--- config.mk ---
export PLATFORM = sky130hd
export DESIGN_NAME = ram_fabric_controller_flat
export DESIGN_NICKNAME = d
export VERILOG_FILES = /design/src/block_ram_pkg.sv /design/src/block_ram_if.sv /design/src/ram_fabric_controller.sv /design/src/flat_wrapper.sv
export SDC_FILE = /design/constraint.sdc
export NUM_CORES = 1
export LEC_CHECK = 0
export ABC_CLOCK_PERIOD_IN_PS = 2000
export BUFFER_PORTS_ARGS = -buffer_cell sky130_fd_sc_hd__buf_2
export CAP_MARGIN = 20
export CORE_UTILIZATION = 43
export CTS_CLUSTER_DIAMETER = 50
export DETAILED_ROUTE_END_ITERATION = 10
export GPL_TIMING_DRIVEN = 0
export PLACE_DENSITY = 0.81
export SLEW_MARGIN = 40
export SYNTH_ARGS = -nofsm -noshare
export SYNTH_HDL_FRONTEND = slang
export SYNTH_SLANG_ARGS = --single-unit
--- constraint.sdc ---
create_clock -name hclk -period 2 [get_ports hclk]
set_input_delay 0.3 -clock hclk [delete_from_list [all_inputs] [get_ports hclk]]
set_output_delay 0.3 -clock hclk [all_outputs]
set_load 0.05 [all_outputs]
--- src/block_ram_pkg.sv ---
// Functional notes
// - aspect select 00/01/10/11 gives 4kx1..512x9
// - fabric keeps aspect select static while running
// - disabled port holds its read output
// - write-enable low writes, high reads
// - accesses timed by each port clock
// - pipeline select adds one cycle latency
// - write mode: hold last read or pass-through
// - write mode ignored on reads
// - reset zeroes outputs, blocks access, clears holds
// - reset keeps memory array contents
// - 12-bit location for reads and writes
// - fabric grounds unused high location bits
// - little-endian lane placement
// - ninth bit undefined after 4-bit writes
// - used location bits depend on aspect
package block_ram_pkg;
	// ---------------------------------------------
	// array geometry
	// ---------------------------------------------
	localparam int NPORTS = 2;
	localparam int LOC_W = 12;
	localparam int DATA_W = 9;
	localparam int WORD_W = 9;
	localparam int WORDS = 512;
	localparam int SHIFT_W = 4;
	// ---------------------------------------------
	// aspect codes, lane masks, used location bits
	// ---------------------------------------------
	localparam logic [1:0] ASPECT_X1 = 2'h0;
	localparam logic [1:0] ASPECT_X2 = 2'h1;
	localparam logic [1:0] ASPECT_X4 = 2'h2;
	localparam logic [1:0] ASPECT_X9 = 2'h3;
	localparam logic [8:0] LANE_X1 = 9'h001;
	localparam logic [8:0] LANE_X2 = 9'h003;
	localparam logic [8:0] LANE_X4 = 9'h00f;
	localparam logic [8:0] LANE_X9 = 9'h1ff;
	localparam logic [11:0] USED_X1 = 12'hfff;
	localparam logic [11:0] USED_X2 = 12'h7ff;
	localparam logic [11:0] USED_X4 = 12'h3ff;
	localparam logic [11:0] USED_X9 = 12'h1ff;
	// ---------------------------------------------
	// controller register map (byte offsets)
	// ---------------------------------------------
	localparam logic [7:0] REG_CTRL = 8'h00;
	localparam logic [7:0] REG_CFG_A = 8'h04;
	localparam logic [7:0] REG_CFG_B = 8'h08;
	localparam logic [7:0] REG_ACC_A = 8'h0c;
	localparam logic [7:0] REG_ACC_B = 8'h10;
	localparam logic [7:0] REG_RD_A = 8'h14;
	localparam logic [7:0] REG_RD_B = 8'h18;
	localparam int CTRL_RST_BIT = 0;
	localparam int CFG_ASPECT_LSB = 0;
	localparam int CFG_PIPE_BIT = 2;
	localparam int CFG_WMODE_BIT = 3;
	localparam int CFG_EN_BIT = 4;
	localparam int ACC_LOC_LSB = 0;
	localparam int ACC_DATA_LSB = 12;
	localparam int ACC_WRITE_BIT = 21;
	localparam logic [31:0] RDATA_RESET = 32'h0000_0000;
endpackage

--- src/block_ram_if.sv ---
`timescale 1ns/1ps
interface block_ram_if;
	logic ram_reset_n;
	logic [1:0] port_a_aspect_select;
	logic port_a_enable_n;
	logic port_a_write_n;
	logic port_a_clock;
	logic port_a_output_register_select;
	logic port_a_write_output_mode;
	logic [11:0] port_a_location;
	logic [8:0] port_a_write_data;
	logic [8:0] port_a_read_data;
	logic [1:0] port_b_aspect_select;
	logic port_b_enable_n;
	logic port_b_write_n;
	logic port_b_clock;
	logic port_b_output_register_select;
	logic port_b_write_output_mode;
	logic [11:0] port_b_location;
	logic [8:0] port_b_write_data;
	logic [8:0] port_b_read_data;

	// the ram end
	modport ram (
		input ram_reset_n,
		input port_a_aspect_select, port_a_enable_n, port_a_write_n, port_a_clock,
		input port_a_output_register_select, port_a_write_output_mode,
		input port_a_location, port_a_write_data,
		output port_a_read_data,
		input port_b_aspect_select, port_b_enable_n, port_b_write_n, port_b_clock,
		input port_b_output_register_select, port_b_write_output_mode,
		input port_b_location, port_b_write_data,
		output port_b_read_data
	);

	// the fabric end that drives both ports
	modport fabric (
		output ram_reset_n,
		output port_a_aspect_select, port_a_enable_n, port_a_write_n, port_a_clock,
		output port_a_output_register_select, port_a_write_output_mode,
		output port_a_location, port_a_write_data,
		input port_a_read_data,
		output port_b_aspect_select, port_b_enable_n, port_b_write_n, port_b_clock,
		output port_b_output_register_select, port_b_write_output_mode,
		output port_b_location, port_b_write_data,
		input port_b_read_data
	);
endinterface // block_ram_if

--- src/ram_fabric_controller.sv ---
// Our own choices: the AHB-Lite register port and the register addresses.
`timescale 1ns/1ps
module ram_fabric_controller (
	input wire logic hclk,
	input wire logic hresetn,
	input wire logic hsel,
	input wire logic [31:0] haddr,
	input wire logic [1:0] htrans,
	input wire logic hwrite,
	input wire logic [2:0] hsize,
	input wire logic [31:0] hwdata,
	input wire logic hready,
	output logic hreadyout,
	output logic hresp,
	output logic [31:0] hrdata,
	block_ram_if.fabric link
);

	// ---------------------------------------------
	// bus slave
	// ---------------------------------------------

	logic ph_valid_ff;
	logic ph_write_ff;
	logic [7:0] ph_addr_ff;
	logic hreadyout_ff;
	logic [31:0] hrdata_ff;
	logic ram_reset_n_ff;
	logic take;
	logic commit;
	logic read_fill;
	logic [31:0] read_mux;

	// hsize is ignored: only whole-word transfers are supported
	assign take = hsel & htrans[1] & hready;
	assign commit = ph_valid_ff & ph_write_ff;
	assign read_fill = ph_valid_ff & ~ph_write_ff & ~hreadyout_ff;

	// address phase capture
	always_ff @(posedge hclk or negedge hresetn) begin
		if (!hresetn) begin
			ph_valid_ff <= 1'b0;
			ph_write_ff <= 1'b0;
			ph_addr_ff <= 8'h00;
		end else if (take) begin
			ph_valid_ff <= 1'b1;
			ph_write_ff <= hwrite;
			ph_addr_ff <= haddr[7:0];
		end else if (hready) begin
			ph_valid_ff <= 1'b0;
		end
	end

	// reads take one wait state so that read data reflects a port edge
	// issued by the write just before
	always_ff @(posedge hclk or negedge hresetn) begin
		if (!hresetn) begin
			hreadyout_ff <= 1'b1;
			hrdata_ff <= block_ram_pkg::RDATA_RESET;
		end else if (take & ~hwrite) begin
			hreadyout_ff <= 1'b0;
		end else if (read_fill) begin
			hreadyout_ff <= 1'b1;
			hrdata_ff <= read_mux;
		end
	end

	// ram reset request; a set bit holds the ram in reset
	always_ff @(posedge hclk or negedge hresetn) begin
		if (!hresetn) begin
			ram_reset_n_ff <= 1'b1;
		end else if (commit & (ph_addr_ff == block_ram_pkg::REG_CTRL)) begin
			ram_reset_n_ff <= ~hwdata[block_ram_pkg::CTRL_RST_BIT];
		end
	end

	// ---------------------------------------------
	// per-port drive
	// ---------------------------------------------

	logic [1:0] aspect_ff [block_ram_pkg::NPORTS];
	logic pipe_ff [block_ram_pkg::NPORTS];
	logic wmode_ff [block_ram_pkg::NPORTS];
	logic en_n_ff [block_ram_pkg::NPORTS];
	logic write_n_ff [block_ram_pkg::NPORTS];
	logic pulse_ff [block_ram_pkg::NPORTS];
	logic [11:0] loc_ff [block_ram_pkg::NPORTS];
	logic [8:0] wdat_ff [block_ram_pkg::NPORTS];
	logic [31:0] cfg_view [block_ram_pkg::NPORTS];
	logic [31:0] acc_view [block_ram_pkg::NPORTS];
	logic [8:0] rdat [block_ram_pkg::NPORTS];

	assign rdat[0] = link.port_a_read_data;
	assign rdat[1] = link.port_b_read_data;

	genvar p;
	generate
		for (p = 0; p < block_ram_pkg::NPORTS; p++) begin : g_port
			localparam logic [7:0] CFG_OFF = (p == 0) ? block_ram_pkg::REG_CFG_A : block_ram_pkg::REG_CFG_B;
			localparam logic [7:0] ACC_OFF = (p == 0) ? block_ram_pkg::REG_ACC_A : block_ram_pkg::REG_ACC_B;
			logic cfg_hit;
			logic acc_hit;
			logic [1:0] nxt_aspect;
			logic [11:0] used;

			assign cfg_hit = commit & (ph_addr_ff == CFG_OFF);
			assign acc_hit = commit & (ph_addr_ff == ACC_OFF);
			// aspect may change only while the port is disabled
			assign nxt_aspect = en_n_ff[p] ? hwdata[block_ram_pkg::CFG_ASPECT_LSB +: 2] : aspect_ff[p];
			// location bits above the used range are driven to zero
			assign used = (aspect_ff[p] == block_ram_pkg::ASPECT_X1) ? block_ram_pkg::USED_X1 :
				(aspect_ff[p] == block_ram_pkg::ASPECT_X2) ? block_ram_pkg::USED_X2 :
				(aspect_ff[p] == block_ram_pkg::ASPECT_X4) ? block_ram_pkg::USED_X4 : block_ram_pkg::USED_X9;
			assign cfg_view[p] = {27'h0000000, ~en_n_ff[p], wmode_ff[p], pipe_ff[p], aspect_ff[p]};
			assign acc_view[p] = {10'h000, ~write_n_ff[p], wdat_ff[p], loc_ff[p]};

			// an access write fires one port edge pulse in the next cycle
			always_ff @(posedge hclk or negedge hresetn) begin
				if (!hresetn) begin
					aspect_ff[p] <= block_ram_pkg::ASPECT_X1;
					pipe_ff[p] <= 1'b0;
					wmode_ff[p] <= 1'b0;
					en_n_ff[p] <= 1'b1;
					write_n_ff[p] <= 1'b1;
					pulse_ff[p] <= 1'b0;
					loc_ff[p] <= 12'h000;
					wdat_ff[p] <= 9'h000;
				end else begin
					pulse_ff[p] <= acc_hit;
					if (cfg_hit) begin
						aspect_ff[p] <= nxt_aspect;
						pipe_ff[p] <= hwdata[block_ram_pkg::CFG_PIPE_BIT];
						wmode_ff[p] <= hwdata[block_ram_pkg::CFG_WMODE_BIT];
						en_n_ff[p] <= ~hwdata[block_ram_pkg::CFG_EN_BIT];
					end
					if (acc_hit) begin
						loc_ff[p] <= hwdata[block_ram_pkg::ACC_LOC_LSB +: 12] & used;
						wdat_ff[p] <= hwdata[block_ram_pkg::ACC_DATA_LSB +: 9];
						write_n_ff[p] <= ~hwdata[block_ram_pkg::ACC_WRITE_BIT];
					end
				end
			end
		end
	endgenerate

	// register read selection; unmapped offsets read zero
	assign read_mux = (ph_addr_ff == block_ram_pkg::REG_CTRL) ? {31'h00000000, ~ram_reset_n_ff} :
		(ph_addr_ff == block_ram_pkg::REG_CFG_A) ? cfg_view[0] :
		(ph_addr_ff == block_ram_pkg::REG_CFG_B) ? cfg_view[1] :
		(ph_addr_ff == block_ram_pkg::REG_ACC_A) ? acc_view[0] :
		(ph_addr_ff == block_ram_pkg::REG_ACC_B) ? acc_view[1] :
		(ph_addr_ff == block_ram_pkg::REG_RD_A) ? {23'h000000, rdat[0]} :
		(ph_addr_ff == block_ram_pkg::REG_RD_B) ? {23'h000000, rdat[1]} : 32'h00000000;

	// ---------------------------------------------
	// outputs
	// ---------------------------------------------

	assign hreadyout = hreadyout_ff;
	assign hresp = 1'b0;
	assign hrdata = hrdata_ff;
	assign link.ram_reset_n = ram_reset_n_ff;
	assign link.port_a_aspect_select = aspect_ff[0];
	assign link.port_a_enable_n = en_n_ff[0];
	assign link.port_a_write_n = write_n_ff[0];
	assign link.port_a_clock = pulse_ff[0];
	assign link.port_a_output_register_select = pipe_ff[0];
	assign link.port_a_write_output_mode = wmode_ff[0];
	assign link.port_a_location = loc_ff[0];
	assign link.port_a_write_data = wdat_ff[0];
	assign link.port_b_aspect_select = aspect_ff[1];
	assign link.port_b_enable_n = en_n_ff[1];
	assign link.port_b_write_n = write_n_ff[1];
	assign link.port_b_clock = pulse_ff[1];
	assign link.port_b_output_register_select = pipe_ff[1];
	assign link.port_b_write_output_mode = wmode_ff[1];
	assign link.port_b_location = loc_ff[1];
	assign link.port_b_write_data = wdat_ff[1];

endmodule // ram_fabric_controller

--- src/flat_wrapper.sv ---
// flat-port wrapper written by rule: the top's interface ports become plain ports
module ram_fabric_controller_flat 
  (hclk, hresetn, hsel, haddr, htrans, hwrite, hsize, hwdata, hready, hreadyout, hresp, hrdata, link_ram_reset_n, link_port_a_aspect_select, link_port_a_enable_n, link_port_a_write_n, link_port_a_clock, link_port_a_output_register_select, link_port_a_write_output_mode, link_port_a_location, link_port_a_write_data, link_port_a_read_data, link_port_b_aspect_select, link_port_b_enable_n, link_port_b_write_n, link_port_b_clock, link_port_b_output_register_select, link_port_b_write_output_mode, link_port_b_location, link_port_b_write_data, link_port_b_read_data);
  block_ram_if link_i ();
  input wire logic hclk;
  input wire logic hresetn;
  input wire logic hsel;
  input wire logic [31:0] haddr;
  input wire logic [1:0] htrans;
  input wire logic hwrite;
  input wire logic [2:0] hsize;
  input wire logic [31:0] hwdata;
  input wire logic hready;
  output logic hreadyout;
  output logic hresp;
  output logic [31:0] hrdata;
  output wire logic [$bits(link_i.ram_reset_n)-1:0] link_ram_reset_n;
  output wire logic [$bits(link_i.port_a_aspect_select)-1:0] link_port_a_aspect_select;
  output wire logic [$bits(link_i.port_a_enable_n)-1:0] link_port_a_enable_n;
  output wire logic [$bits(link_i.port_a_write_n)-1:0] link_port_a_write_n;
  output wire logic [$bits(link_i.port_a_clock)-1:0] link_port_a_clock;
  output wire logic [$bits(link_i.port_a_output_register_select)-1:0] link_port_a_output_register_select;
  output wire logic [$bits(link_i.port_a_write_output_mode)-1:0] link_port_a_write_output_mode;
  output wire logic [$bits(link_i.port_a_location)-1:0] link_port_a_location;
  output wire logic [$bits(link_i.port_a_write_data)-1:0] link_port_a_write_data;
  input wire logic [$bits(link_i.port_a_read_data)-1:0] link_port_a_read_data;
  output wire logic [$bits(link_i.port_b_aspect_select)-1:0] link_port_b_aspect_select;
  output wire logic [$bits(link_i.port_b_enable_n)-1:0] link_port_b_enable_n;
  output wire logic [$bits(link_i.port_b_write_n)-1:0] link_port_b_write_n;
  output wire logic [$bits(link_i.port_b_clock)-1:0] link_port_b_clock;
  output wire logic [$bits(link_i.port_b_output_register_select)-1:0] link_port_b_output_register_select;
  output wire logic [$bits(link_i.port_b_write_output_mode)-1:0] link_port_b_write_output_mode;
  output wire logic [$bits(link_i.port_b_location)-1:0] link_port_b_location;
  output wire logic [$bits(link_i.port_b_write_data)-1:0] link_port_b_write_data;
  input wire logic [$bits(link_i.port_b_read_data)-1:0] link_port_b_read_data;
  assign link_ram_reset_n = link_i.ram_reset_n;
  assign link_port_a_aspect_select = link_i.port_a_aspect_select;
  assign link_port_a_enable_n = link_i.port_a_enable_n;
  assign link_port_a_write_n = link_i.port_a_write_n;
  assign link_port_a_clock = link_i.port_a_clock;
  assign link_port_a_output_register_select = link_i.port_a_output_register_select;
  assign link_port_a_write_output_mode = link_i.port_a_write_output_mode;
  assign link_port_a_location = link_i.port_a_location;
  assign link_port_a_write_data = link_i.port_a_write_data;
  assign link_i.port_a_read_data = link_port_a_read_data;
  assign link_port_b_aspect_select = link_i.port_b_aspect_select;
  assign link_port_b_enable_n = link_i.port_b_enable_n;
  assign link_port_b_write_n = link_i.port_b_write_n;
  assign link_port_b_clock = link_i.port_b_clock;
  assign link_port_b_output_register_select = link_i.port_b_output_register_select;
  assign link_port_b_write_output_mode = link_i.port_b_write_output_mode;
  assign link_port_b_location = link_i.port_b_location;
  assign link_port_b_write_data = link_i.port_b_write_data;
  assign link_i.port_b_read_data = link_port_b_read_data;
  ram_fabric_controller u_core (.hclk(hclk), .hresetn(hresetn), .hsel(hsel), .haddr(haddr), .htrans(htrans), .hwrite(hwrite), .hsize(hsize), .hwdata(hwdata), .hready(hready), .hreadyout(hreadyout), .hresp(hresp), .hrdata(hrdata), .link(link_i));
endmodule
==> summary by stage, run 1 <==
Status
The run finished, with violations left. The checks that failed: setup timing.

Yosys
The part of the Yosys area used for sequential elements is 0.5458. The most frequently used flop master after synthesis is sky130_fd_sc_hd__dfrtp_1. The mapped cell area is 0.004140 mm^2. The synthesized netlist cell count is 357. The number of flops mapped to enable cells by yosys is 0. Synthesis inferred 90 register bits.

The proportion of synthesized flip-flops having asynchronous set or reset is 1.000. During synthesis, Yosys emitted a total of 0 warnings. The number of unique standard cell types used by synthesis is 41. The synthesized area per cell is 11.60 um^2.

Drt
The number of search-and-repair iterations in the first detailed-routing pass is 4. The number of nets with antenna violations after detailed routing is 0. The initial DRC count is 220. The mean number of vias per cell is 5.208.

After detailed routing, the average wire length per cell comes to 17.60 um. After detailed routing, the total wire length is 11700 um. The final routed DRC violation total is 0. The total number of vias is 3463.

Final layout
After filler insertion, the fill cell instance count of the layout stands at 794. Of the cells placed in the final design, the portion with a size suffix greater than 1 is 0.5019. The final layout contains 623 nets. The final design utilization is 0.6036.

The finished layout holds 665 standard cells, fillers aside. The area growth from synthesis to layout is 35.36%. The number of diodes added for antenna fixing is 0.

Timing
The final-report setup violation count is 21. The transition time at the pin with the least slew margin is 0.5700 ns. The max-slew violation total from the final report came to 0. The count of endpoints failing hold in the final timing report is 0.

Static timing analysis puts the maximum clock frequency at 481.2 MHz. The maximum clock skew at final layout is 0.01299 ns. The part of the cycle the worst path needs is 1.039. Across all hold checks on the routed design, the worst slack comes to 0.07364 ns.

After layout, the minimum clock period comes to 2.078 ns. Setup repair after global routing could not meet its margin everywhere. Setup slack on the critical path of the routed design comes to -0.07833 ns. Headroom to the max-slew limit came out at 0.6200.

Power and ir drop
The worst ir drop on vdd is 0.4634 mV. Dividing total power by cell area gives a power density of 877.6 mW/mm^2. For this design the static power due to leakage is 2.742 nW.

Place
At the end of routability-driven placement, the weighted congestion stood at 0.8217. During placement, the flow inserted port buffers numbering 133. After legalization and detailed placement, the total HPWL measured 8283 um.

The number of placed instances, taps included, is 630.

Setup path
The element type at the critical path end is a flip-flop. The internal reg-to-reg setup slack is -0.08 ns. The combined buffer and inverter count along the critical path is 2. The worst stage delay on the critical path is 0.55 ns. For the worst flop-to-flop path, the logic depth is 5. For the worst setup path, the data arrival time is 2.33 ns. Walking the worst path, the cells encountered are or4_4 > or4_4 > buf_12 > buf_12 > mux2_4. The cell family contributing the most delay on the critical path is simple AND/OR/NAND/NOR gates.

The critical path data required time is 2.25 ns. Among all stages on the critical path, the largest delay is contributed by sky130_fd_sc_hd__or4_4. The critical path class is reg -> reg. The worst setup path is launched from a flip-flop.

In this run the critical register-to-register path is launched from u_core.ph_addr_ff[2]. In this run the critical register-to-register path is captured at u_core.link.port_b_location[6]. Along the worst path, the maximum fanout reaches 7.

Global route
The number of global-route vias before repair is 3486. The first global-routing pass estimated 18050 um of wire. The total track usage is 0.2367.

The largest net degree at the start of global routing is 50. The number of antenna violations at the first check in global routing came to 0. The total overflow reported by the global router is 0.

Clock network
The CTS clock-pin slew for the worst setup and hold paths is 0.10 ns. The number of levels in the clock H-tree is 3. TritonCTS built the clock tree.

The number of clock buffers inserted by TritonCTS is 9. The tree is rooted in a sky130_fd_sc_hd__clkbuf_8. The clock latency reported for the late side of the worst-skew pair is 0.36 ns. The longest clock path from root to sink contains 2 buffers. CTS saw 90 sinks.

Floorplan
The die outline area is 0.01003 mm^2. The core region is 0.009284 mm^2. The count of boundary I/O pins is 183. The overall die width is 100.1 um. For this configuration, the core starts out at a cell density of 0.4460.

The floorplan die height is 100.1 um. The row count is 35.

Hold path
The worst hold path passes through 2 cells. In this run the worst hold path is classified as in -> reg. In this run the most critical hold path is launched from hwdata[21]. The hold path endpoint is u_core.link.port_b_write_n.

Job
The max-capacitance violation count is 0.
worst max path at each step:
stage / start / end / cells after the start
2_1_floorplan: u_core.ph_addr_ff[2] / u_core.link.port_b_location[6] / 6
3_3_place_gp: u_core.ph_addr_ff[7] / u_core.hrdata[13] / 6
3_5_place_dp: u_core.ph_addr_ff[7] / u_core.hrdata[13] / 6
4_1_cts: u_core.ph_addr_ff[2] / u_core.link.port_b_location[6] / 6
5_1_grt: u_core.ph_addr_ff[2] / u_core.link.port_b_location[6] / 5
6_report: u_core.ph_addr_ff[2] / u_core.link.port_b_location[6] / 5
worst register-to-register path, cell delays in order (launching register included):
cell,delay [ns]
sky130_fd_sc_hd__dfrtp_1,0.38
sky130_fd_sc_hd__or4_4,0.55
sky130_fd_sc_hd__or4_4,0.44
sky130_fd_sc_hd__buf_12,0.17
sky130_fd_sc_hd__buf_12,0.14
sky130_fd_sc_hd__mux2_4,0.29
stage by stage:
stage | setup WS [ns] | area (um^2) | total power [W] | TNS [ns]
after floorplan | -0.1741 | 4195 | 0.003149 | -1.893
after global placement | -0.5831 | 5022 | 0.003515 | -27.47
after detailed placement | -0.6645 | 5049 | 0.003560 | -22.47
after CTS | -0.1710 | 5430 | 0.004877 | -3.594
after global routing | -0.1212 | 5604 | 0.005109 | -2.064
final | -0.07833 | 5604 | 0.004918 | -0.9933
metal layers:
layer	GRT usage	share of wire	up-vias
met2	0.3894	0.49	126
met4	0.09922	0.022	0
met3	0.04248	0.057	20
li1	-	-	1604
met1	0.3092	0.43	1713
met5	0	0	-
cells in the final DEF, fill, tap and decap left out, drive strengths merged, types with 5 or more instances in the layout:
| master | netlist | layout |
|---|---|---|
| mux2i | 8 | 8 |
| nand2 | 28 | 28 |
| nor2b | 6 | 6 |
| a31oi | 5 | 5 |
| conb | 1 | 11 |
| nand2b | 6 | 6 |
| dfrtp | 84 | 84 |
| inv | 15 | 17 |
| nand3 | 9 | 9 |
| a22oi | 13 | 13 |
| dfstp | 6 | 6 |
| clkbuf | 16 | 23 |
| mux2 | 52 | 52 |
| a21oi | 7 | 7 |
| buf | 19 | 174 |
| nor2 | 9 | 9 |
| o21ai | 30 | 30 |
area by class of cell:
cell class,count,area [um^2],area share
Tap cell,129,161.4,0.02880
Clock buffer,10,127.6,0.02277
Sequential cell,90,2260,0.4032
Clock inverter,6,75.07,0.01340
Timing Repair Buffer,156,912.1,0.1628
Multi-Input combinational cell,227,1764,0.3148
Inverter,15,56.30,0.01005
Buffer,32,247.7,0.04421
synth_stat cells, types with 3 or more instances:
master                      instances  area (um^2)
sky130_fd_sc_hd__nand3_1            9        45.04
sky130_fd_sc_hd__o2bb2ai_1          4        35.03
sky130_fd_sc_hd__nand2_1           28        105.1
sky130_fd_sc_hd__o22a_1             4        35.03
sky130_fd_sc_hd__nor2b_1            6        37.54
sky130_fd_sc_hd__a32o_1             4        40.04
sky130_fd_sc_hd__buf_2              3        15.01
sky130_fd_sc_hd__mux2_4            11        165.2
sky130_fd_sc_hd__a22o_1             4        35.03
sky130_fd_sc_hd__clkbuf_1          16        60.06
sky130_fd_sc_hd__a21oi_1            7        35.03
sky130_fd_sc_hd__nor2_1             9        33.78
sky130_fd_sc_hd__nor4_1             4        25.02
sky130_fd_sc_hd__a31oi_1            5        31.28
sky130_fd_sc_hd__buf_4             12        90.09
sky130_fd_sc_hd__mux2i_1            8        80.08
sky130_fd_sc_hd__dfrtp_1           84         2102
sky130_fd_sc_hd__o21ai_0           30        150.1
sky130_fd_sc_hd__inv_1             15        56.30
sky130_fd_sc_hd__a22oi_1           13        97.59
sky130_fd_sc_hd__nand2b_1           6        37.54
sky130_fd_sc_hd__mux2_2            41        461.7
sky130_fd_sc_hd__a32oi_1            4        35.03
sky130_fd_sc_hd__dfstp_2            6        157.7
registers in the layout, summed over array words and instances, names as in the netlist:
name,count
u_core.link.ram_reset_n,1
u_core.link.port_a_write_data,9
u_core.link.port_b_write_data,9
u_core.hrdata,22
u_core.ph_valid_ff,1
u_core.link.port_a_output_register_select,1
u_core.ph_addr_ff,8
u_core.link.port_b_clock,1
u_core.link.port_a_location,12
u_core.link.port_a_clock,1
u_core.link.port_b_enable_n,1
u_core.link.port_a_write_output_mode,1
u_core.link.port_b_write_n,1
u_core.link.port_b_location,12
u_core.ph_write_ff,1
u_core.link.port_a_enable_n,1
u_core.link.port_a_write_n,1
u_core.link.port_b_aspect_select,2
u_core.hreadyout,1
u_core.link.port_b_output_register_select,1
u_core.link.port_a_aspect_select,2
u_core.link.port_b_write_output_mode,1
where the power goes:
part	switching, W	leakage, nW	internal, W
Combinational	0.00101	1.56	0.000457
Sequential	0.000147	1.08	0.00200
Clock	0.000698	0.0990	0.000596
Total	0.00186	2.74	0.00306
logic make-up (layout without fill, tap and decap cells):
group | Yosys count | after routing | share of synthesized area
mux | 60 | 60 | 0.1707
compound gates | 83 | 83 | 0.1354
flops | 90 | 90 | 0.5458
other cells | 1 | 11 | 0.0009057
buf+inv | 50 | 219 | 0.06074
simple gates | 73 | 73 | 0.08643
repair_timing:
action                                 in CTS  in global routing
pin swaps                                   2                  1
resized for setup                          24                 28
setup endpoints to repair                  64                 51
endpoints found under the hold margin      44                  0
setup buffers                               8                 11
hold buffers                                1                  0
cloned                                      1                  1
Note: power is estimated with default switching activity, not from simulation.
==> run 2, diff against run 1 <==
--- a/config.mk
+++ b/config.mk
@@ -6,12 +6,12 @@
 export NUM_CORES = 1
 export LEC_CHECK = 0
 export ABC_CLOCK_PERIOD_IN_PS = 2000
-export BUFFER_PORTS_ARGS = -buffer_cell sky130_fd_sc_hd__buf_2
+export BUFFER_PORTS_ARGS = -buffer_cell sky130_fd_sc_hd__buf_4
 export CAP_MARGIN = 20
 export CORE_UTILIZATION = 43
 export CTS_CLUSTER_DIAMETER = 50
 export DETAILED_ROUTE_END_ITERATION = 10
-export GPL_TIMING_DRIVEN = 0
+export GPL_TIMING_DRIVEN = 1
 export PLACE_DENSITY = 0.81
 export SLEW_MARGIN = 40
 export SYNTH_ARGS = -nofsm -noshare
==> run 2 against run 1 <==
  * The run now ends clean
  * Via count shrank 4.7%
  * Critical path depth is 1 lower
  * Final area down 0.87%
  * Largest cell class unchanged
  * Highest routed layer unchanged
==> summary by stage, run 2 (synthesis gave the netlist of run 1 again) <==
Global route
The first global-routing pass estimated 16820 um of wire. Global routing finished with a remaining overflow of 0. The number of global-route vias before repair is 3299. The total track usage is 0.2183. The largest net degree at the start of global routing is 55.

The number of antenna violations at the first check in global routing is 0.

Timing
The post-route minimum period is 1.988 ns. The max-slew violation total from the final report is 0. The final-report setup violation count is 0. Hold timing on the final database bottoms out at a slack of 0.08108 ns. Setup repair after global routing could not meet its margin everywhere.

The maximum clock skew at final layout is 0.02100 ns. The count of endpoints failing hold in the final timing report is 0. Derived from the worst setup path, the maximum achievable clock frequency is 503.1 MHz. Of the available clock period, the critical path in the final layout requires 0.9939.

Clock network
In this run, CTS created clock tree buffers numbering 9. For the worst-skew pair, the clock arrives at the later sink with an insertion delay of 0.37 ns. No sink is reached through more buffers than the 2 on the longest clock path. In this run the clock root is driven by a sky130_fd_sc_hd__clkbuf_8.

TritonCTS built the clock tree. The H-tree was split into 3 levels. CTS saw 90 sinks. Clock-pin slew was measured on the worst setup and hold paths at 0.10 ns.

Setup path
The critical path data required time is 2.26 ns. The data arrival time of the critical path is 2.25 ns. The critical path class is reg -> reg. The maximum net fanout on the critical path is 20. STA classifies the critical path startpoint as a flip-flop. STA classifies the critical path endpoint as a flip-flop.

Final layout
The most common cell after layout, fill and taps aside is sky130_fd_sc_hd__buf_4. In the final layout, the share of cells above drive strength 1 is 0.4641. For this run, the share of the core covered by cells in the final layout is 0.5984.

The library cells used most frequently in the layout, excluding fill and tap cells, are sky130_fd_sc_hd__buf_4 (149), sky130_fd_sc_hd__dfrtp_1 (84), sky130_fd_sc_hd__mux2_2 (41). The register with the most flip-flops in the layout has 22 of them. The area growth from synthesis to layout is 34.18%. The repair_antennas step left the layout with diodes totalling 0. The net count reported at finish is 589.

The non-filler instance count after layout is 631.

Floorplan
The floorplan has 35 rows. For this configuration, the core starts out at a cell density of 0.4460. In this run the vertical extent of the chip is 100.1 um. The count of boundary I/O pins is 183. The overall die width is 100.1 um. The die outline area is 0.01003 mm^2. The core region is 0.009284 mm^2.

Power and ir drop
The total power is 0.004803 W. VDD sags by at most 0.4058 mV. For this design the ratio of total power to cell area is 864.6 mW/mm^2. For this design the static power due to leakage is 2.634 nW.

Place
The wire-length estimate of the detail-placed layout is 7649 um. The number of placed instances, taps included, is 614. At the end of routability-driven placement, the weighted congestion stood at 0.7779.

Port buffering added 133 buffers.

Drt
The routed design has 10570 um of wire. In the routed design, unresolved DRC markers number 0. Dividing the detail-routed wire length by the instance count gives 16.75 um.

In this run, the number of DRC markers left after iteration 0 of detailed routing was 186. The number of nets with antenna violations after detailed routing is 0. In the routed layout, each cell is associated on average with a via count of 5.231. The first detailed-routing pass took 4 iterations. Detailed routing inserted a total of 3301 vias.

Job
The tool flagged a number of max-cap violations equal to 0.

Hold path
The class of the worst hold path is in -> reg.

Status
The flow ran to the end, and the final reports show no timing, DRC or antenna violations.
-- run 2: cell types whose count changed in the layout (fill, tap and decap cells not counted), sizes merged --
cell	before	now
clkinvlp	1	4
clkinv	2	0
clkbuf	23	10
bufinv	1	0
buf	174	153
-- run 2: final timing paths --
kind                       cells after the start                                to  slack [ns]                  from
max                                            4  u_core.link.port_b_write_data[5]        0.01  u_core.ph_addr_ff[3]
min                                            2        u_core.link.port_b_write_n        0.08            hwdata[21]
max reg2reg                                    4  u_core.link.port_b_write_data[5]        0.01  u_core.ph_addr_ff[3]
min reg2reg                                    2                 u_core.hrdata[10]        0.49     u_core.hrdata[10]
max in group asynchronous                      3        u_core.link.port_a_write_n        0.87               hresetn
min in group asynchronous                      2          u_core.link.port_b_clock        0.40               hresetn
-- run 2: critical path: stages, from the launching register on --
cell	delay (ns)
sky130_fd_sc_hd__dfrtp_1	0.39
sky130_fd_sc_hd__or4_4	0.54
sky130_fd_sc_hd__or4_4	0.47
sky130_fd_sc_hd__buf_12	0.19
sky130_fd_sc_hd__mux2_4	0.30
-- run 2: layout make-up --
class	count	area [um^2]
Clock inverter	6	50.05
Timing Repair Buffer	154	1200
Multi-Input combinational cell	227	1700
Fill cell	783	3729
Tap cell	129	161.4
Inverter	15	56.30
Sequential cell	90	2260
Clock buffer	10	127.6
-- run 2: power breakdown --
group	switching [W]	internal, W	total [W]
clock	0.000683	0.000465	0.00115
combinational	0.000969	0.000533	0.00150
sequential	0.000149	0.00201	0.00215
-- run 2: what timing repair did --
item / in CTS / in global routing
setup buffers: 0 / 0
hold buffers: 1 / 0
hold endpoints to repair: 34 / 0
gates resized for setup: 2 / 3
setup endpoints to repair: 9 / 29
-- run 2: layer usage --
layer / wire length (um) / track usage / up-vias
met5: 0 / 0 / -
met4: 341 / 0.1137 / 0
met3: 555 / 0.03830 / 21
met2: 5064 / 0.3440 / 121
met1: 4610 / 0.2898 / 1624
li1: - / - / 1535
-- run 2: metrics by stage --
step | worst slack [ns] | cell area, um^2 | setup TNS, ns
6_report | 0.01221 | 5555 | 0
5_1_grt | -0.03710 | 5555 | -0.1345
4_1_cts | 0.01326 | 5540 | 0
3_5_place_dp | -0.02021 | 5345 | -0.08214
3_3_place_gp | 0.001340 | 5345 | 0
2_1_floorplan | -0.1741 | 4195 | -1.893
==> run 3, diff against run 2 <==
--- a/config.mk
+++ b/config.mk
@@ -13,7 +13,8 @@
 export DETAILED_ROUTE_END_ITERATION = 10
 export GPL_TIMING_DRIVEN = 1
 export PLACE_DENSITY = 0.81
-export SLEW_MARGIN = 40
+export SETUP_SLACK_MARGIN = 0.02
+export SLEW_MARGIN = 20
 export SYNTH_ARGS = -nofsm -noshare
 export SYNTH_HDL_FRONTEND = slang
 export SYNTH_SLANG_ARGS = --single-unit
==> run 3 against run 2 <==
  * The run now ends with setup timing left
  * Combinational power is essentially flat
  * Wire length rose by 4.3%
  * Final cell count up 0.32%
  * Worst hold slack lost 0.0091 ns
  * First-iteration DRC count fell by 1.6%
  * Global-route usage grew 0.82 points
  * Critical path type unchanged
==> summary by stage, run 3 (synthesis gave the netlist of run 1 again) <==
Status
The flow ran to the end, but the final reports show violations. The final reports fail on setup timing.

Clock network
The CTS clock-pin slew for the worst setup and hold paths is 0.10 ns. The number of post-CTS setup repair buffers is 0. TritonCTS built the clock tree. The clock tree synthesis step divided the H-tree into 3 levels.

For this design, the sink count on the clock tree is 90. For the worst-skew pair, the clock arrives at the later sink with an insertion delay of 0.36 ns. TritonCTS created 9 clock buffers.

The longest clock path from root to sink contains 2 buffers. The clock root buffer is sky130_fd_sc_hd__clkbuf_8.

Hold path
The cell count of the worst hold path is 2. The hold path endpoint is u_core.link.port_a_write_n. The worst hold path begins at hwdata[21]. The class of the worst hold path is in -> reg.

Setup path
The maximum net fanout on the critical path is 23. The startpoint of the lowest-slack register-to-register path is u_core.ph_addr_ff[3]. The internal reg-to-reg setup slack is -0.009 ns.

The critical path startpoint is u_core.ph_addr_ff[3]. For the worst setup path, the data arrival time is 2.25 ns. The depth of the most critical reg-to-reg path is 4. The critical path is of the reg -> reg type. Data on the critical path is required at its endpoint by 2.24 ns. The startpoint class of the critical path is a flip-flop. STA classifies the critical path endpoint as a flip-flop. The end of the worst register-to-register path is u_core.link.port_b_location[7].

Floorplan
The die outline area is 0.01003 mm^2. The core region is 0.009284 mm^2. From bottom edge to top edge, the die measures 100.1 um. The count of boundary I/O pins is 183. The row count is 35. The initial utilization of the core area, before any placement, comes to 0.4460.

From left edge to right edge, the die measures 100.1 um.

Timing
The post-route minimum period is 2.009 ns. Setup repair after global routing could not meet its margin everywhere. The maximum clock skew at final layout is 0.01415 ns. Based on the critical path, the design can be clocked at up to 497.8 MHz. The part of the cycle the worst path needs is 1.004.

The aggregate negative setup slack is -0.008705 ns. The max-slew violation total from the final report came to 0. The setup slack after layout is -0.008705 ns. Setup violations remaining at the end of the flow were counted as 1. The count of endpoints failing hold in the final timing report is 0. The smallest hold slack is 0.07194 ns.

Drt
The initial DRC count is 183. The total number of vias is 3325. The detail route stage leaves a number of antenna-violating nets equal to 0.

Dividing the detail-routed wire length by the instance count gives 17.42 um. For this run, the detailed router's first-pass iteration total came to 4. In the routed design, unresolved DRC markers number 0.

The mean number of vias per cell is 5.253. For this block, the routed nets add up to 11030 um of wire.

Final layout
Of the cells placed in the final design, the portion with a size suffix greater than 1 is 0.4663. From synthesis to final layout, the design area changed by 35.30%. The number of antenna diodes in the final layout is 0. The non-filler instance count after layout is 633. Leaving out fill and tap cells, the most frequent cells in the layout are sky130_fd_sc_hd__buf_4 (151), sky130_fd_sc_hd__dfrtp_1 (84), sky130_fd_sc_hd__mux2_2 (41). The net count reported at finish is 591. The most common cell after layout, fill and taps aside is sky130_fd_sc_hd__buf_4. The register with the most flip-flops in the layout has 22 of them.

Power and ir drop
For this design the static power due to leakage is 2.670 nW. In this run the power density over the cells is 905.7 mW/mm^2. The total power is 0.005074 W. Across the VDD grid, the largest voltage drop is 0.4543 mV.

Place
The count of input and output buffers is 133. The final HPWL from detailed placement is 8062 um. The cell count after placement is 615. At the end of routability-driven placement, the weighted congestion stood at 0.8100. The worst setup slack before clock tree synthesis is -0.03488 ns.

Global route
Entering global routing, the biggest net connects 44 pins. The number of global-route vias before repair is 3413. The total overflow reported by the global router is 0. Across every metal layer, demand over resource in global routing totals 0.2265.

The first global-routing pass estimated 17320 um of wire. The number of antenna violations at the first check in global routing is 0.

Job
Max-cap violations in this run came to 0.
## run 3: cell count changes in the layout (fill, tap and decap cells not counted), sizes merged
cell	previous run	this run
buf	153	155
inv	17	18
clkinvlp	4	1
bufinv	0	2
## run 3: worst max path at each step
stage / cells past startpoint / end
final: 4 / u_core.link.port_b_location[7]
after global routing: 4 / u_core.link.port_b_location[7]
after detailed placement: 6 / u_core.hrdata[18]
after CTS: 4 / u_core.link.port_b_location[7]
after floorplan: 6 / u_core.link.port_b_location[6]
after global placement: 4 / u_core.link.port_b_write_data[0]
## run 3: layer usage
metal | vias to the layer above | wire, um | track usage | part of all wire
met1 | 1640 | 4539 | 0.2853 | 0.41
met4 | 0 | 267 | 0.09699 | 0.024
met2 | 122 | 5635 | 0.3767 | 0.51
met3 | 18 | 585 | 0.05014 | 0.053
li1 | 1545 | - | - | -
met5 | - | 0 | 0 | 0
## run 3: critical path, cell delays in order, from the launching register on
cell and delay, ns:
sky130_fd_sc_hd__dfrtp_1 0.39, sky130_fd_sc_hd__or4_4 0.54, sky130_fd_sc_hd__or4_4 0.46, sky130_fd_sc_hd__buf_12 0.19, sky130_fd_sc_hd__mux2_4 0.31
## run 3: timing repair
item,in CTS,in global routing
cloned,0,1
hold buffers,1,0
endpoints found under the hold margin,16,0
resized for setup,3,1
setup endpoints to repair,26,29
pin swaps,0,1
## run 3: report_power, final
part	switching (W)	internal (W)
Sequential	0.000153	0.00201
Clock	0.000693	0.000723
Combinational	0.000968	0.000531
Total	0.00181	0.00326
## run 3: per-stage QoR
stage	util	area, um^2
3_3_place_gp	0.5752	5340
6_report	0.6034	5602
5_1_grt	0.6034	5602
4_1_cts	0.6022	5590
3_5_place_dp	0.5752	5340
2_1_floorplan	-	4195
## run 3: final cells by class
type | instances | area, um^2
Inverter | 15 | 56.30
Fill cell | 769 | 3682
Clock buffer | 10 | 127.6
Timing Repair Buffer | 156 | 1200
Sequential cell | 90 | 2260
Clock inverter | 6 | 96.34
Multi-Input combinational cell | 227 | 1700
Tap cell | 129 | 161.4
